--- src/hw/fas_defs.svh ---
// Address map, field positions and encodings for the flash access security block
`ifndef FAS_DEFS_SVH
`define FAS_DEFS_SVH
`define FAS_ADDR_RD_LOCK 16'hfdff
`define FAS_ADDR_WR_LOCK 16'hfdfe
`define FAS_ADDR_RSV_BASE 16'hfe00
`define FAS_LOCK_PAGE 7'h7e
`define FAS_SCR_PAGE 9'h000
`define FAS_BYTE_ERASED 8'hff
`define FAS_BYTE_ZERO 8'h00
`define FAS_LOCKS_AT_RESET 8'h00
`define FAS_LIMIT_AT_RESET 8'h00
`define FAS_FOP_READ 2'h0
`define FAS_FOP_WRITE 2'h1
`define FAS_FOP_PAGE 2'h2
`define FAS_FOP_MASS 2'h3
`define FAS_DOP_READ 2'h0
`define FAS_DOP_WRITE 2'h1
`define FAS_DOP_ERASE 2'h2
`define FAS_CPU_FETCH 2'h0
`define FAS_CPU_CODE 2'h1
`define FAS_CPU_XMOVE 2'h2
`define FAS_REG_PSC 6'h00
`define FAS_REG_FMC 6'h01
`define FAS_REG_LIM 6'h02
`define FAS_REG_STS 6'h03
`define FAS_PSC_WE 0
`define FAS_PSC_EE 1
`define FAS_PSC_SEL 2
`define FAS_FMC_EN 0
`endif

--- src/hw/fas_pkg.sv ---
// Types shared by the flash access security modules
package fas_pkg;
	typedef enum logic [7:0] {
		ST_BOOT0 = 8'h01,
		ST_BOOT1 = 8'h02,
		ST_BOOT2 = 8'h04,
		ST_IDLE = 8'h08,
		ST_CHECK = 8'h10,
		ST_OLD = 8'h20,
		ST_FLASH = 8'h40,
		ST_REPLY = 8'h80
	} fas_state_t;
endpackage

--- src/hw/fas_ctl_if.sv ---
// Control and status bundle between the register slave and the access core
`timescale 1ns/1ps
`default_nettype none
interface fas_ctl_if;
	logic scratchpad_select;
	logic store_write_enable;
	logic store_erase_enable;
	logic flash_modify_enable;
	logic [7:0] read_limit;
	logic busy;
	logic last_refused;
	logic [7:0] rd_lock;
	logic [7:0] wr_lock;
	modport regs(output scratchpad_select, store_write_enable, store_erase_enable,
		flash_modify_enable, read_limit, input busy, last_refused, rd_lock, wr_lock);
	modport core(input scratchpad_select, store_write_enable, store_erase_enable,
		flash_modify_enable, read_limit, output busy, last_refused, rd_lock, wr_lock);
endinterface
`default_nettype wire

--- src/hw/fas_access_chk.sv ---
// Protection decision for one latched flash request
`timescale 1ns/1ps
`default_nettype none
`include "fas_defs.svh"
module fas_access_chk
	import fas_pkg::*;
(
	// Request
	input wire logic from_dbg_i,
	input wire logic [1:0] dop_i,
	input wire logic [1:0] kind_i,
	input wire logic [15:0] addr_i,
	input wire logic [15:0] pc_i,
	// Protection state
	input wire logic [7:0] limit_i,
	input wire logic [7:0] rd_lock_i,
	input wire logic [7:0] wr_lock_i,
	input wire logic sel_i,
	input wire logic wen_i,
	input wire logic een_i,
	input wire logic fme_i,
	// Decision
	output logic refuse_o,
	output logic [1:0] fop_o,
	output logic scratch_o
);
	// Limit sits on 256-byte boundaries
	wire [15:0] lim_addr = {limit_i, 8'h00};
	wire is_rsv = addr_i >= `FAS_ADDR_RSV_BASE;
	wire is_lockbyte = (addr_i == `FAS_ADDR_RD_LOCK) | (addr_i == `FAS_ADDR_WR_LOCK);
	wire in_lockpage = addr_i[15:9] == `FAS_LOCK_PAGE;
	wire [2:0] blk = addr_i[15:13];
	// Fetch never sees the scratchpad sector
	wire is_scr = sel_i & ~from_dbg_i & (kind_i != `FAS_CPU_FETCH) & (addr_i[15:7] == `FAS_SCR_PAGE);
	wire lim_block = (pc_i >= lim_addr) & (addr_i < lim_addr) & ~is_scr;
	wire sw_erase = (kind_i == `FAS_CPU_XMOVE) & een_i;
	// Debug port, lock bytes themselves always reachable
	wire d_rd_ok = ~is_rsv & (rd_lock_i[blk] | is_lockbyte);
	wire d_wr_ok = ~is_rsv & (wr_lock_i[blk] | is_lockbyte);
	wire d_er_ok = is_lockbyte | (~is_rsv & wr_lock_i[blk]);
	wire d_ok = (dop_i == `FAS_DOP_READ) ? d_rd_ok :
		(dop_i == `FAS_DOP_WRITE) ? d_wr_ok :
		(dop_i == `FAS_DOP_ERASE) ? d_er_ok : 1'b0;
	// Firmware ignores lock bytes; xmove obeys enables, code and xmove obey the limit, fetch neither
	wire s_area_ok = is_scr | (~is_rsv & ~lim_block);
	wire s_ok = (kind_i == `FAS_CPU_FETCH) ? ~is_rsv :
		(kind_i == `FAS_CPU_CODE) ? s_area_ok :
		(kind_i == `FAS_CPU_XMOVE) ? (wen_i & fme_i & s_area_ok & ~(sw_erase & in_lockpage & ~is_scr)) :
		1'b0;
	wire [1:0] d_fop = (dop_i == `FAS_DOP_READ) ? `FAS_FOP_READ :
		(dop_i == `FAS_DOP_WRITE) ? `FAS_FOP_WRITE :
		is_lockbyte ? `FAS_FOP_MASS : `FAS_FOP_PAGE;
	wire [1:0] s_fop = (kind_i != `FAS_CPU_XMOVE) ? `FAS_FOP_READ :
		een_i ? `FAS_FOP_PAGE : `FAS_FOP_WRITE;
	assign refuse_o = from_dbg_i ? ~d_ok : ~s_ok;
	assign fop_o = from_dbg_i ? d_fop : s_fop;
	assign scratch_o = is_scr;
endmodule
`default_nettype wire

--- src/hw/fas_top.sv ---
// Flash access security core: arbitration, protection and flash sequencing
//
// Chosen here: the Wishbone register port and the register addresses.
`timescale 1ns/1ps
`default_nettype none
`include "fas_defs.svh"
module fas_top
	import fas_pkg::*;
(
	// Clock and reset
	input wire logic core_clk_i,
	input wire logic arst_n_i,
	// Wishbone register port
	input wire logic wb_cyc_i,
	input wire logic wb_stb_i,
	input wire logic wb_we_i,
	input wire logic [7:0] wb_adr_i,
	input wire logic [3:0] wb_sel_i,
	input wire logic [31:0] wb_dat_i,
	output logic [31:0] wb_dat_o,
	output logic wb_ack_o,
	// CPU core requests
	input wire logic cpu_req_i,
	input wire logic [1:0] cpu_kind_i,
	input wire logic [15:0] cpu_addr_i,
	input wire logic [15:0] cpu_pc_i,
	input wire logic [7:0] cpu_wdata_i,
	output logic cpu_ack_o,
	output logic cpu_refused_o,
	// Debug port requests
	input wire logic dbg_req_i,
	input wire logic [1:0] dbg_op_i,
	input wire logic [15:0] dbg_addr_i,
	input wire logic [7:0] dbg_wdata_i,
	output logic dbg_ack_o,
	output logic dbg_refused_o,
	// Read data to both requesters
	output logic [7:0] rdata_o,
	// Flash macro
	output logic fl_start_o,
	output logic [1:0] fl_op_o,
	output logic fl_scratch_o,
	output logic [15:0] fl_addr_o,
	output logic [7:0] fl_wdata_o,
	input wire logic fl_done_i,
	input wire logic [7:0] fl_rdata_i
);
	fas_ctl_if ctl();

	fas_state_t state_q;
	fas_state_t state_d;

	// Latched request
	logic src_dbg_q;
	logic [1:0] dop_q;
	logic [1:0] kind_q;
	logic [15:0] addr_q;
	logic [15:0] pc_q;
	logic [7:0] wdata_q;

	// Lock byte shadows and reply flops
	logic [7:0] rd_lock_q;
	logic [7:0] wr_lock_q;
	logic refused_q;
	logic [7:0] rdata_q;
	logic cpu_ack_q;
	logic dbg_ack_q;
	logic dbg_refused_q;
	logic cpu_refused_q;

	// Flash command flops
	logic fl_start_q;
	logic [1:0] fl_op_q;
	logic fl_scr_q;
	logic [15:0] fl_addr_q;
	logic [7:0] fl_wdata_q;

	// Checker results
	logic chk_refuse;
	logic [1:0] chk_fop;
	logic chk_scr;

	fas_wb_regs u_regs (
		.core_clk_i(core_clk_i),
		.arst_n_i(arst_n_i),
		.wb_cyc_i(wb_cyc_i),
		.wb_stb_i(wb_stb_i),
		.wb_we_i(wb_we_i),
		.wb_adr_i(wb_adr_i),
		.wb_sel_i(wb_sel_i),
		.wb_dat_i(wb_dat_i),
		.wb_dat_o(wb_dat_o),
		.wb_ack_o(wb_ack_o),
		.ctl(ctl.regs)
	);

	fas_access_chk u_chk (
		.from_dbg_i(src_dbg_q),
		.dop_i(dop_q),
		.kind_i(kind_q),
		.addr_i(addr_q),
		.pc_i(pc_q),
		.limit_i(ctl.read_limit),
		.rd_lock_i(rd_lock_q),
		.wr_lock_i(wr_lock_q),
		.sel_i(ctl.scratchpad_select),
		.wen_i(ctl.store_write_enable),
		.een_i(ctl.store_erase_enable),
		.fme_i(ctl.flash_modify_enable),
		.refuse_o(chk_refuse),
		.fop_o(chk_fop),
		.scratch_o(chk_scr)
	);

	// Status back to the register file
	assign ctl.busy = state_q != ST_IDLE;
	assign ctl.last_refused = refused_q;
	assign ctl.rd_lock = rd_lock_q;
	assign ctl.wr_lock = wr_lock_q;

	// Request arbitration; debug wins so a runaway CPU cannot starve it
	wire take = (state_q == ST_IDLE) & (dbg_req_i | cpu_req_i);
	wire take_dbg = dbg_req_i;

	// Sequencing events
	wire done = fl_done_i;
	wire go_boot_rd = state_q == ST_BOOT0;
	wire go_boot_wr = (state_q == ST_BOOT1) & done;
	wire boot_end = (state_q == ST_BOOT2) & done;
	wire chk_pass = (state_q == ST_CHECK) & ~chk_refuse;
	wire go_old = chk_pass & (chk_fop == `FAS_FOP_WRITE);
	wire go_op = chk_pass & (chk_fop != `FAS_FOP_WRITE);
	wire go_prog = (state_q == ST_OLD) & done;
	wire op_end = (state_q == ST_FLASH) & done;
	wire go_reply = ((state_q == ST_CHECK) & chk_refuse) | op_end;
	wire any_start = go_boot_rd | go_boot_wr | go_old | go_op | go_prog;

	// Lock shadow maintenance after completed flash cycles
	wire lock_target = ~fl_scr_q;
	wire wr_rd_lock = op_end & lock_target & (fl_op_q == `FAS_FOP_WRITE) & (fl_addr_q == `FAS_ADDR_RD_LOCK);
	wire wr_wr_lock = op_end & lock_target & (fl_op_q == `FAS_FOP_WRITE) & (fl_addr_q == `FAS_ADDR_WR_LOCK);
	wire page_wipe = lock_target & (fl_op_q == `FAS_FOP_PAGE) & (fl_addr_q[15:9] == `FAS_LOCK_PAGE);
	wire lock_wipe = op_end & (page_wipe | (fl_op_q == `FAS_FOP_MASS));

	// Next-state logic
	always_comb begin
		state_d = state_q;
		unique case (state_q)
			ST_BOOT0: begin
				state_d = ST_BOOT1;
			end
			ST_BOOT1: begin
				if (done) begin
					state_d = ST_BOOT2;
				end
			end
			ST_BOOT2: begin
				if (done) begin
					state_d = ST_IDLE;
				end
			end
			ST_IDLE: begin
				if (take) begin
					state_d = ST_CHECK;
				end
			end
			ST_CHECK: begin
				if (chk_refuse) begin
					state_d = ST_REPLY;
				end else if (chk_fop == `FAS_FOP_WRITE) begin
					state_d = ST_OLD;
				end else begin
					state_d = ST_FLASH;
				end
			end
			ST_OLD: begin
				if (done) begin
					state_d = ST_FLASH;
				end
			end
			ST_FLASH: begin
				if (done) begin
					state_d = ST_REPLY;
				end
			end
			ST_REPLY: begin
				state_d = ST_IDLE;
			end
			default: begin
				state_d = ST_IDLE;
			end
		endcase
	end

	// State register
	always_ff @(posedge core_clk_i or negedge arst_n_i) begin
		if (!arst_n_i) begin
			state_q <= ST_BOOT0;
		end else begin
			state_q <= state_d;
		end
	end

	// Capture the winning request
	always_ff @(posedge core_clk_i or negedge arst_n_i) begin
		if (!arst_n_i) begin
			src_dbg_q <= 1'b0;
			dop_q <= `FAS_DOP_READ;
			kind_q <= `FAS_CPU_FETCH;
			addr_q <= 16'h0;
			pc_q <= 16'h0;
			wdata_q <= `FAS_BYTE_ZERO;
		end else if (take) begin
			src_dbg_q <= take_dbg;
			dop_q <= dbg_op_i;
			kind_q <= cpu_kind_i;
			addr_q <= take_dbg ? dbg_addr_i : cpu_addr_i;
			pc_q <= cpu_pc_i;
			wdata_q <= take_dbg ? dbg_wdata_i : cpu_wdata_i;
		end
	end

	// Flash command; start is a one-cycle pulse per cycle of the macro
	always_ff @(posedge core_clk_i or negedge arst_n_i) begin
		if (!arst_n_i) begin
			fl_start_q <= 1'b0;
			fl_op_q <= `FAS_FOP_READ;
			fl_scr_q <= 1'b0;
			fl_addr_q <= 16'h0;
			fl_wdata_q <= `FAS_BYTE_ERASED;
		end else begin
			fl_start_q <= any_start;
			if (go_boot_rd) begin
				fl_op_q <= `FAS_FOP_READ;
				fl_scr_q <= 1'b0;
				fl_addr_q <= `FAS_ADDR_RD_LOCK;
			end else if (go_boot_wr) begin
				fl_addr_q <= `FAS_ADDR_WR_LOCK;
			end else if (go_old) begin
				fl_op_q <= `FAS_FOP_READ;
				fl_scr_q <= chk_scr;
				fl_addr_q <= addr_q;
			end else if (go_op) begin
				fl_op_q <= chk_fop;
				fl_scr_q <= chk_scr;
				fl_addr_q <= addr_q;
			end else if (go_prog) begin
				fl_op_q <= `FAS_FOP_WRITE;
				fl_wdata_q <= fl_rdata_i & wdata_q;
			end
		end
	end

	// Lock byte shadows; loaded at boot, locked until then
	always_ff @(posedge core_clk_i or negedge arst_n_i) begin
		if (!arst_n_i) begin
			rd_lock_q <= `FAS_LOCKS_AT_RESET;
			wr_lock_q <= `FAS_LOCKS_AT_RESET;
		end else if (lock_wipe) begin
			rd_lock_q <= `FAS_BYTE_ERASED;
			wr_lock_q <= `FAS_BYTE_ERASED;
		end else begin
			if (go_boot_wr) begin
				rd_lock_q <= fl_rdata_i;
			end else if (wr_rd_lock) begin
				rd_lock_q <= fl_wdata_q;
			end
			if (boot_end) begin
				wr_lock_q <= fl_rdata_i;
			end else if (wr_wr_lock) begin
				wr_lock_q <= fl_wdata_q;
			end
		end
	end

	// Reply; refused reads answer zero rather than stale data
	always_ff @(posedge core_clk_i or negedge arst_n_i) begin
		if (!arst_n_i) begin
			cpu_ack_q <= 1'b0;
			dbg_ack_q <= 1'b0;
			cpu_refused_q <= 1'b0;
			dbg_refused_q <= 1'b0;
			refused_q <= 1'b0;
			rdata_q <= `FAS_BYTE_ZERO;
		end else begin
			cpu_ack_q <= go_reply & ~src_dbg_q;
			dbg_ack_q <= go_reply & src_dbg_q;
			cpu_refused_q <= go_reply & ~src_dbg_q & ~op_end;
			dbg_refused_q <= go_reply & src_dbg_q & ~op_end;
			if (go_reply) begin
				refused_q <= ~op_end;
			end
			if (op_end && fl_op_q == `FAS_FOP_READ) begin
				rdata_q <= fl_rdata_i;
			end else if (go_reply) begin
				rdata_q <= `FAS_BYTE_ZERO;
			end
		end
	end

	// Outputs straight from flops
	assign cpu_ack_o = cpu_ack_q;
	assign dbg_ack_o = dbg_ack_q;
	assign cpu_refused_o = cpu_refused_q;
	assign dbg_refused_o = dbg_refused_q;
	assign rdata_o = rdata_q;
	assign fl_start_o = fl_start_q;
	assign fl_op_o = fl_op_q;
	assign fl_scratch_o = fl_scr_q;
	assign fl_addr_o = fl_addr_q;
	assign fl_wdata_o = fl_wdata_q;
endmodule
`default_nettype wire

--- src/hw/fas_wb_regs.sv ---
// Classic Wishbone register slave for the flash access security block
`timescale 1ns/1ps
`default_nettype none
`include "fas_defs.svh"
module fas_wb_regs
	import fas_pkg::*;
(
	// Clock and reset
	input wire logic core_clk_i,
	input wire logic arst_n_i,
	// Wishbone slave
	input wire logic wb_cyc_i,
	input wire logic wb_stb_i,
	input wire logic wb_we_i,
	input wire logic [7:0] wb_adr_i,
	input wire logic [3:0] wb_sel_i,
	input wire logic [31:0] wb_dat_i,
	output logic [31:0] wb_dat_o,
	output logic wb_ack_o,
	// Control bundle
	fas_ctl_if.regs ctl
);
	logic [2:0] psc_q;
	logic fme_q;
	logic [7:0] lim_q;
	logic ack_q;
	logic [31:0] dat_q;
	// Decode; word index is byte address over four
	wire acc = wb_cyc_i & wb_stb_i & ~ack_q;
	wire [5:0] idx = wb_adr_i[7:2];
	wire wr_lo = acc & wb_we_i & wb_sel_i[0];
	wire [31:0] rd_word = (idx == `FAS_REG_PSC) ? {29'h0, psc_q} :
		(idx == `FAS_REG_FMC) ? {31'h0, fme_q} :
		(idx == `FAS_REG_LIM) ? {24'h0, lim_q} :
		(idx == `FAS_REG_STS) ? {14'h0, ctl.last_refused, ctl.busy, ctl.wr_lock, ctl.rd_lock} :
		32'h0;
	assign ctl.store_write_enable = psc_q[`FAS_PSC_WE];
	assign ctl.store_erase_enable = psc_q[`FAS_PSC_EE];
	assign ctl.scratchpad_select = psc_q[`FAS_PSC_SEL];
	assign ctl.flash_modify_enable = fme_q;
	assign ctl.read_limit = lim_q;
	assign wb_ack_o = ack_q;
	assign wb_dat_o = dat_q;
	// One-cycle answer to every access, unmapped reads give zero
	always_ff @(posedge core_clk_i or negedge arst_n_i) begin
		if (!arst_n_i) begin
			ack_q <= 1'b0;
			dat_q <= 32'h0;
			psc_q <= 3'h0;
			fme_q <= 1'b0;
			lim_q <= `FAS_LIMIT_AT_RESET;
		end else begin
			ack_q <= acc;
			dat_q <= acc ? rd_word : 32'h0;
			if (wr_lo && idx == `FAS_REG_PSC) begin
				psc_q <= wb_dat_i[2:0];
			end
			if (wr_lo && idx == `FAS_REG_FMC) begin
				fme_q <= wb_dat_i[`FAS_FMC_EN];
			end
			if (wr_lo && idx == `FAS_REG_LIM) begin
				lim_q <= wb_dat_i[7:0];
			end
		end
	end
endmodule
`default_nettype wire

--- config.mk ---
export PLATFORM = sky130hd
export DESIGN_NAME = fas_top
export DESIGN_NICKNAME = d
export VERILOG_FILES = /design/src/hw/fas_pkg.sv /design/src/hw/fas_ctl_if.sv /design/src/hw/fas_access_chk.sv /design/src/hw/fas_top.sv /design/src/hw/fas_wb_regs.sv
export VERILOG_INCLUDE_DIRS = /design/src /design/src/hw
export SDC_FILE = /design/constraint.sdc
export NUM_CORES = 1
export LEC_CHECK = 0
export ABC_AREA = 1
export CAP_MARGIN = 20
export CORE_UTILIZATION = 52
export DETAILED_ROUTE_END_ITERATION = 7
export DONT_BUFFER_PORTS = 1
export GPL_TIMING_DRIVEN = 1
export PLACE_DENSITY = 0.75
export SYNTH_ARGS = -nofsm -noshare
export SYNTH_HDL_FRONTEND = slang
export SYNTH_SLANG_ARGS = --single-unit
--- constraint.sdc ---
create_clock -name core_clk_i -period 1.75 [get_ports core_clk_i]
set_input_delay 0.0875 -clock core_clk_i [delete_from_list [all_inputs] [get_ports core_clk_i]]
set_output_delay 0.0875 -clock core_clk_i [all_outputs]
set_load 0.1 [all_outputs]
==> results.txt, run 1 <==
Stopped at - 5_1_grt
sequential fraction of the synthesis area - 0.514
mapped cell area - 6890 sq um
top_reg_cell synth - dfrtp_1
cell taking the most area after synthesis - dfrtp_1
routability cong. - 0.917
PortBufs - 0
initial antenna violation count - 6
post-synth top area share - 0.480
Cells after Synth - 846
CTS root buf - clkbuf_16
Initial Utilization - 0.539
H-tree lvl count - 4
number of placement rows - 41
Die W - 117 microns
Post-synth ARST share - 1.00
largest net degree at the start of global routing - 142
Worst EP Category - register data pin
warnings from Yosys - 0
# placed instances - 1,138
Synth Area per Inst - 8.14 sq um
flops & latches, synth - 141
count leader, synth - nand2_1
io pins - 201
largest cells by area after synthesis - dfrtp_1 48%, nand2_1 15%, inv_1 4.3%
Max clock buf depth - 2
Post-synth top cells - 269 x nand2_1, 132 x dfrtp_1, 78 x inv_1
chip height - 117 microns
error msg - [ERROR GRT-0232] Routing congestion too high. Check the congestion heatmap in the GUI.
distinct cell type count after synthesis - 38
total track usage - 0.699
status - stopped before the end
Worst EP post-GRT repair - fl_addr_o[8]$_DFFE_PN0P_/D
total gr overflow - 2
clk sinks - 141
Num CTS Buffers - 17
Post-synth EDFFs - 0
dpl hpwl - 14,400 microns
Placed Area - 8170 sq um
==> metal layers <==
layer,GRT usage,overflow
met4,0.685,0
met2,0.875,2
met5,0.111,0
met3,0.562,0
met1,0.696,0
==> kinds of logic after synthesis <==
| logic type | Yosys count | share of synthesized area |
|---|---|---|
| compound gates | 126 | 0.109 |
| buf+inv | 128 | 0.0821 |
| flops | 141 | 0.514 |
| other cells | 1 | 0.000545 |
| simple gates | 435 | 0.267 |
| fa+ha+maj | 15 | 0.0273 |
==> per-stage QoR <==
| step | setup WS (ns) | hold WS, ns | utilization |
|---|---|---|---|
| after floorplan | -0.117 | -0.208 | - |
| after global placement | -0.300 | -0.206 | 0.640 |
| after detailed placement | -0.367 | -0.206 | 0.640 |
| after CTS | -0.297 | -0.655 | 0.801 |
==> what timing repair did <==
item | in CTS
pin swaps | 11
buffers inserted | 12
endpoints found under the setup margin | 100
gates resized for setup | 77
hold buffers | 91
endpoints found under the hold margin | 236
cloned | 9
==> inputs of run 2 (changes only) <==
--- a/config.mk
+++ b/config.mk
@@ -8,11 +8,11 @@
 export LEC_CHECK = 0
 export ABC_AREA = 1
 export CAP_MARGIN = 20
-export CORE_UTILIZATION = 52
+export CORE_UTILIZATION = 37
 export DETAILED_ROUTE_END_ITERATION = 7
 export DONT_BUFFER_PORTS = 1
 export GPL_TIMING_DRIVEN = 1
-export PLACE_DENSITY = 0.75
+export PLACE_DENSITY_LB_ADDON = 0.15
 export SYNTH_ARGS = -nofsm -noshare
 export SYNTH_HDL_FRONTEND = slang
 export SYNTH_SLANG_ARGS = --single-unit
==> constraint.sdc (replaced) <==
create_clock -name core_clk_i -period 2.3 [get_ports core_clk_i]
set_input_delay 0.115 -clock core_clk_i [delete_from_list [all_inputs] [get_ports core_clk_i]]
set_output_delay 0.115 -clock core_clk_i [all_outputs]
set_load 0.1 [all_outputs]
==> results.txt, run 2 <==
Post-synth EDFFs - 0 (unchanged)
most frequent cells in the layout - 266 x nand2_1, 132 x dfrtp_1, 90 x dlygate4sd3_1, 73 x nor2_1, 72 x inv_1
Period minus WS final - 2.09 ns
Cells after Synth - 846 (unchanged)
Final Core Density - 0.505
GR Util met2 - 0.353
FF+latch area - 3540 sq um
ANT cells - 0
crit end category - register
Setup CP Type - reg -> reg
most common cell after layout, fill and taps aside - nand2_1
Pwr Density - 1150 nW/um^2
Setup Viol. Count Final - 0
leakage power total - 4.45 nW
Startpoint Class - register
Reg2Reg Depth - 20
Core Region - 18,100 sq um
io pins - 201 (unchanged)
antenna viol nets, final - 0
failing checks - DRC, hold timing
Post-synth top cells - 269 x nand2_1, 132 x dfrtp_1, 78 x inv_1 (unchanged)
Layout Skew - 0.00986 ns
Largest register FFs - 18
sequential fraction of the synthesis area - 0.514 (unchanged)
via count - 6,226
post-synth top area share - 0.480 (unchanged)
Max-cap violations - 0
top_reg_cell synth - dfrtp_1 (unchanged)
final period utilization - 0.908
initial antenna violation count - 1
R2R Path End - fl_op_o[0]$_DFFE_PN0P_
Synth Area per Inst - 8.14 sq um (unchanged)
CTS root buf - clkbuf_16 (unchanged)
GR peak layer - met2
Fin Hold WS - -0.608 ns
Detailed Route Iter0 Violations - 474
Max clock buf depth - 2 (unchanged)
Reg2Reg Setup Slack - 0.21 ns
warnings from Yosys - 0 (unchanged)
largest cells by area after synthesis - dfrtp_1 48%, nand2_1 15%, inv_1 4.3% (unchanged)
Finished Cell Area - 9130 sq um
dpl hpwl - 14,200 microns (was 14,400 microns)
distinct cell type count after synthesis - 38 (unchanged)
DRC Markers - 16
Multi-input gate area - 2890 sq um
flops & latches, synth - 141 (unchanged)
maximum clock rate - 479 MHz
DR WL/cell - 16.5 microns
vias per cell - 5.06
CP Max Fanout - 6
clk slew on worst S/H paths - 0.06 ns
final wirelength - 20,300 microns
Slew Limit Fails - 0
Placed Area - 7460 sq um (was 8170 sq um)
mapped cell area - 6890 sq um (unchanged)
PortBufs - 0 (unchanged)
clk sinks - 141 (unchanged)
chip height - 138 microns (was 117 microns)
largest net degree at the start of global routing - 142
total gr overflow - 0
number of placement rows - 49 (was 41)
Die W - 138 microns (was 117 microns)
first-pass GRT wire length - 32,800 microns
Max-slew headroom - 0.388
VDD IR-drop max - 0.709 mV
count leader, synth - nand2_1 (unchanged)
layout cells sized above 1 - 0.137
CP arrival - 2.40 ns
CTS tree - built
Fill cells - 1,737
cell taking the most area after synthesis - dfrtp_1 (unchanged)
Num CTS Buffers - 17 (unchanged)
H-tree lvl count - 4 (unchanged)
Detailed Routing Iterations Pass 1 - 7
routability cong. - 0.859 (was 0.917)
Post-synth ARST share - 1.00 (unchanged)
Worst-Skew Late Latency - 0.43 ns
die area - 19,200 sq um
Initial Utilization - 0.381 (was 0.539)
Worst Path Required - 2.61 ns
GR Util met3 - 0.0641
P&R area growth vs syn - 32.5%
RR Startpoint - u_regs.ctl.read_limit[1]$_DFFE_PN0P_
status - finished, violations left (was stopped before the end)
total power - 10.5 mW
final hold viol count - 141
vias in the first global route - 6,178
total track usage - 0.222
HP Class - in -> async
Hold-fix buffers, CTS - 90 (was 91)
Worst Max-Slew Pin Slew - 0.915 ns
Net count, final - 1,132
M1 GR Usage - 0.291
-- run 2: cell counts after synthesis --
Identical to the previous run, type by type.
-- run 2: logic make-up after synthesis --
kind of cell	after synthesis	synth area share
AND/OR/NAND/NOR	435	0.267
flip-flops	141	0.514
buffers and inverters	128	0.0821
AO/OA/AOI/OAI	126	0.109
adder cells (fa/ha/maj)	15	0.0273
other	1	0.000545
-- run 2: worst max-delay path: stages (launching register included) --
cell	delay, ns
dfrtp_1	0.38
inv_1	0.08
ha_1	0.30
nand2_1	0.06
inv_1	0.05
nand2_1	0.04
nor2_1	0.07
nand2_1	0.07
nand3_2	0.07
nand3_1	0.07
nand2_1	0.06
nand2_1	0.05
nand2_1	0.05
nand2_1	0.06
nand2_2	0.07
nand2_2	0.06
nand2_4	0.12
buf_6	0.13
nand3_1	0.06
nand2_1	0.08
nand2_1	0.05
-- run 2: what timing repair did --
| action | in CTS | in global routing |
|---|---|---|
| endpoints found under the setup margin | 0 | 27 |
| buffers inserted | 0 | 5 |
| gates resized for setup | 0 | 19 |
| endpoints found under the hold margin | 239 | 141 |
-- run 2: power by group --
part / switching [mW] / internal, mW
combinational: 2.52 / 1.16
clock: 1.06 / 2.01
sequential: 0.671 / 3.11
total: 4.26 / 6.28
-- run 2: worst max path at each step --
stage	startpoint	endpoint	slack, ns
after detailed placement	u_regs.ctl.read_limit[5]$_DFFE_PN0P_	fl_addr_o[3]$_DFFE_PN0P_	0.07
after global routing	u_regs.ctl.read_limit[5]$_DFFE_PN0P_	fl_op_o[0]$_DFFE_PN0P_	-0.003
after global placement	u_regs.ctl.read_limit[5]$_DFFE_PN0P_	fl_addr_o[8]$_DFFE_PN0P_	0.09
after floorplan	fl_addr_o[13]$_DFFE_PN0P_	ctl.wr_lock[6]$_DFFE_PN0P_	0.10
after CTS	u_regs.ctl.read_limit[5]$_DFFE_PN0P_	fl_addr_o[3]$_DFFE_PN0P_	0.07
final	u_regs.ctl.read_limit[1]$_DFFE_PN0P_	fl_op_o[0]$_DFFE_PN0P_	0.21
-- run 2: layer usage --
| metal | share of wire | up-vias |
|---|---|---|
| met3 | 0.062 | 29 |
| met5 | 0.00064 | - |
| met2 | 0.47 | 194 |
| li1 | - | 3034 |
| met1 | 0.45 | 2967 |
| met4 | 0.019 | 2 |
-- run 2: final cells by class --
cell class | instances | area share
timing repair buffer | 154 | 0.157
clock inverter | 10 | 0.0203
inverter | 84 | 0.0345
tap | 229 | 0.0314
clock buffer | 22 | 0.0520
multi-input combinational | 591 | 0.317
sequential | 141 | 0.388
-- run 2: metrics by stage --
stage / hold slack (ns) / setup WS (ns) / setup TNS (ns) / std cells
after floorplan: -0.181 / 0.105 / 0 / 860
after global placement: -0.175 / 0.0947 / 0 / 1104
after detailed placement: -0.174 / 0.0735 / 0 / 1104
after CTS: -0.628 / 0.0655 / 0 / 1226
after global routing: -0.635 / -0.00289 / -0.00289 / 1231
final: -0.608 / 0.210 / 0 / 1231
Note: power is estimated with default switching activity, not from simulation.
==> inputs of run 3 (changes only) <==
--- a/config.mk
+++ b/config.mk
@@ -7,7 +7,6 @@
 export NUM_CORES = 1
 export LEC_CHECK = 0
 export ABC_AREA = 1
-export CAP_MARGIN = 20
 export CORE_UTILIZATION = 37
 export DETAILED_ROUTE_END_ITERATION = 7
 export DONT_BUFFER_PORTS = 1
==> constraint.sdc (replaced) <==
create_clock -name core_clk_i -period 1.8 [get_ports core_clk_i]
set_input_delay 0.54 -clock core_clk_i [delete_from_list [all_inputs] [get_ports core_clk_i]]
set_output_delay 0.54 -clock core_clk_i [all_outputs]
set_load 0.1 [all_outputs]
==> results.txt, run 3 (synthesized netlist as in run 2, its figures left out) <==
# placed instances - 1,193 (was 1,104)
clk slew on worst S/H paths - 0.06 ns (about the same)
Num CTS Buffers - 17 (unchanged)
Setup Viol. Count Final - 94 (was 0)
CP Cell Sequence - inv_2 -> ha_4 -> a21oi_2 -> nor2_1 -> nor2_1 -> nand3_2 -> nand3_2 -> nand2_1 -> nand2_1 -> nand2_1 -> nand2_1 -> nand2_2 -> nand2_2 -> nand2_4 -> buf_12 -> buf_12 -> nand2_2 -> o211ai_1 (was inv_1 -> ha_1 -> nand2_1 -> inv_1 -> nand2_1 -> nor2_1 -> nand2_1 -> nand3_2 -> nand3_1 -> nand2_1 -> nand2_1 -> nand2_1 -> nand2_1 -> nand2_2 -> nand2_2 -> nand2_4 -> buf_6 -> nand3_1 -> nand2_1 -> nand2_1)
Net count, final - 1,163 (was 1,132)
via count - 6,528 (was 6,226)
Worst-Skew Late Latency - 0.43 ns (about the same)
pre-CTS WS - -0.368 ns (was 0.0735 ns)
Final Core Density - 0.570 (was 0.505)
vias in the first global route - 6,266 (was 6,178)
Startpoint Class - register (unchanged)
Layout Skew - 0.00809 ns (was 0.00986 ns)
number of placement rows - 49 (unchanged)
most frequent cells in the layout - 200 x nand2_1, 142 x buf_4, 114 x dfrtp_1, 62 x inv_1, 50 x nand2_2 (was 266 x nand2_1, 132 x dfrtp_1, 90 x dlygate4sd3_1, 73 x nor2_1, 72 x inv_1)
Core Region - 18,100 sq um (unchanged)
sw frac - 0.422 (was 0.404)
io pins - 201 (unchanged)
DR WL/cell - 17.9 microns (was 16.5 microns)
Multi-input gate area - 3700 sq um (was 2890 sq um)
critical path's slowest cell - dfrtp_1 (unchanged)
crit end category - register (unchanged)
RR Startpoint - u_regs.ctl.read_limit[5]$_DFFE_PN0P_ (was u_regs.ctl.read_limit[1]$_DFFE_PN0P_)
Fill cells - 1,593 (was 1,737)
Finished Cell Area - 10,300 sq um (was 9130 sq um)
Largest register FFs - 18 (unchanged)
initial antenna violation count - 0 (was 1)
CP arrival - 2.58 ns (was 2.40 ns)
Pwr Density - 1470 nW/um^2 (was 1150 nW/um^2)
first-pass GRT wire length - 34,200 microns (was 32,800 microns)
Setup CP Type - reg -> reg (unchanged)
vias per cell - 5.17 (was 5.06)
Int Power - 8.78 mW (was 6.28 mW)
Detailed Route Iter0 Violations - 479 (was 474)
DRC Markers - 40 (was 16)
maximum clock rate - 436 MHz (was 479 MHz)
PortBufs - 0 (unchanged)
failing checks - DRC, hold timing, setup timing (was DRC, hold timing)
final wirelength - 22,600 microns (was 20,300 microns)
status - finished, violations left (unchanged)
FF+latch area - 3590 sq um (was 3540 sq um)
Most common cell on crit path - nand2_1 (unchanged)
total power - 15.2 mW (was 10.5 mW)
clock group share of total power - 0.221 (was 0.292)
total gr overflow - 0 (unchanged)
Fin Hold WS - -0.181 ns (was -0.608 ns)
unrepaired setup endpoints after global routing - yes
layout cells sized above 1 - 0.405 (was 0.137)
H-tree lvl count - 4 (unchanged)
R2R Path End - fl_addr_o[3]$_DFFE_PN0P_ (was fl_op_o[0]$_DFFE_PN0P_)
fin cells - 1,263 (was 1,231)
chip height - 138 microns (unchanged)
P&R area growth vs syn - 49.7% (was 32.5%)
Critical Path Max Stage Delay - 0.38 ns (about the same)
largest net degree at the start of global routing - 142 (unchanged)
CP Max Fanout - 7 (was 6)
sequential fraction of design power - 0.312 (was 0.359)
Max clock buf depth - 2 (unchanged)
die area - 19,200 sq um (unchanged)
most common cell after layout, fill and taps aside - nand2_1 (unchanged)
leakage power total - 4.96 nW (was 4.45 nW)
Slew Limit Fails - 0 (unchanged)
final period utilization - 1.28 (was 0.908)
total track usage - 0.232 (was 0.222)
Reg2Reg Setup Slack - -0.50 ns (was 0.21 ns)
Initial Utilization - 0.381 (unchanged)
routability cong. - 0.911 (was 0.859)
sw power - 6.40 mW (was 4.26 mW)
CTS tree - built (unchanged)
clk sinks - 141 (unchanged)
HP Class - in -> async (unchanged)
worst setup margin - -0.495 ns (was 0.210 ns)
setup_tns - -15.73 ns (was 0 ns)
CTS root buf - clkbuf_16 (unchanged)
antenna viol nets, final - 0 (unchanged)
Detailed Routing Iterations Pass 1 - 8 (was 7)
VDD IR-drop max - 0.695 mV (was 0.709 mV)
combinational share of power - 0.468 (was 0.349)
Placed Area - 8250 sq um (was 7460 sq um)
Die W - 138 microns (unchanged)
final hold viol count - 132 (was 141)
dpl hpwl - 15,700 microns (was 14,200 microns)
Worst Path Required - 2.09 ns (was 2.61 ns)
Reg2Reg Depth - 18 (was 20)
Max-cap violations - 0 (unchanged)
Period minus WS final - 2.30 ns (was 2.09 ns)
==> run 3: cell types whose count changed in the layout (fill, tap and decap cells not counted), moves of 14 or more <==
cell	delta
dfrtp_1	-18
nand2_4	+22
nor2_2	+18
a31oi_1	-14
buf_4	+84
nor2_1	-24
dlygate4sd3_1	-90
nand2_1	-66
nand2_2	+44
==> run 3: worst max path at each step <==
stage          slack (ns)  depth (start not counted)                       end                            startpoint
2_1_floorplan       -0.07                         16  fl_addr_o[1]$_DFFE_PN0P_  u_regs.ctl.read_limit[7]$_DFFE_PN0P_
3_3_place_gp        -0.36                         19  fl_addr_o[1]$_DFFE_PN0P_  u_regs.ctl.read_limit[3]$_DFFE_PN0P_
3_5_place_dp        -0.37                         17  fl_addr_o[6]$_DFFE_PN0P_  u_regs.ctl.read_limit[3]$_DFFE_PN0P_
4_1_cts             -0.36                         17  fl_addr_o[6]$_DFFE_PN0P_  u_regs.ctl.read_limit[7]$_DFFE_PN0P_
5_1_grt             -0.60                         18  fl_addr_o[3]$_DFFE_PN0P_  u_regs.ctl.read_limit[5]$_DFFE_PN0P_
6_report            -0.50                         18  fl_addr_o[3]$_DFFE_PN0P_  u_regs.ctl.read_limit[5]$_DFFE_PN0P_
==> run 3: critical path: cells and delay by family (launching register included) <==
| kind | cells | cell delay [ns] |
|---|---|---|
| adder cells (fa/ha/maj) | 1 | 0.21 |
| AND/OR/NAND/NOR | 12 | 0.95 |
| flip-flops | 1 | 0.38 |
| AO/OA/AOI/OAI | 2 | 0.23 |
| buffers and inverters | 3 | 0.38 |
==> run 3: power by group through the flow <==
stage	clock network [mW]	registers (mW)	logic, mW
6_report	3.35	4.73	7.10
5_1_grt	3.53	4.81	7.65
4_1_cts	3.41	4.67	5.77
3_5_place_dp	0	4.68	5.32
2_1_floorplan	0	5.76	2.35
3_3_place_gp	0	4.65	5.25
==> run 3: final cells by class <==
class | count | share of cell area
Antenna cell | 1 | 0.000243
Tap cell | 229 | 0.0278
Multi-Input combinational cell | 592 | 0.359
Sequential cell | 141 | 0.348
Inverter | 84 | 0.0325
Clock inverter | 13 | 0.0114
Clock buffer | 19 | 0.0430
Timing Repair Buffer | 184 | 0.178
==> run 3: per-layer routing <==
layer | global-route usage | routed length, microns
met5 | 0 | 0
met4 | 0.0887 | 537
met3 | 0.0495 | 1460
met2 | 0.361 | 10600
met1 | 0.318 | 9960
==> run 3: repair_timing <==
item                                    CTS  global route
gates cloned                              5             8
endpoints found under the setup margin  104           107
resized for setup                        68           170
setup buffers                            10            15
pin swaps                                26            51
endpoints found under the hold margin   141           140
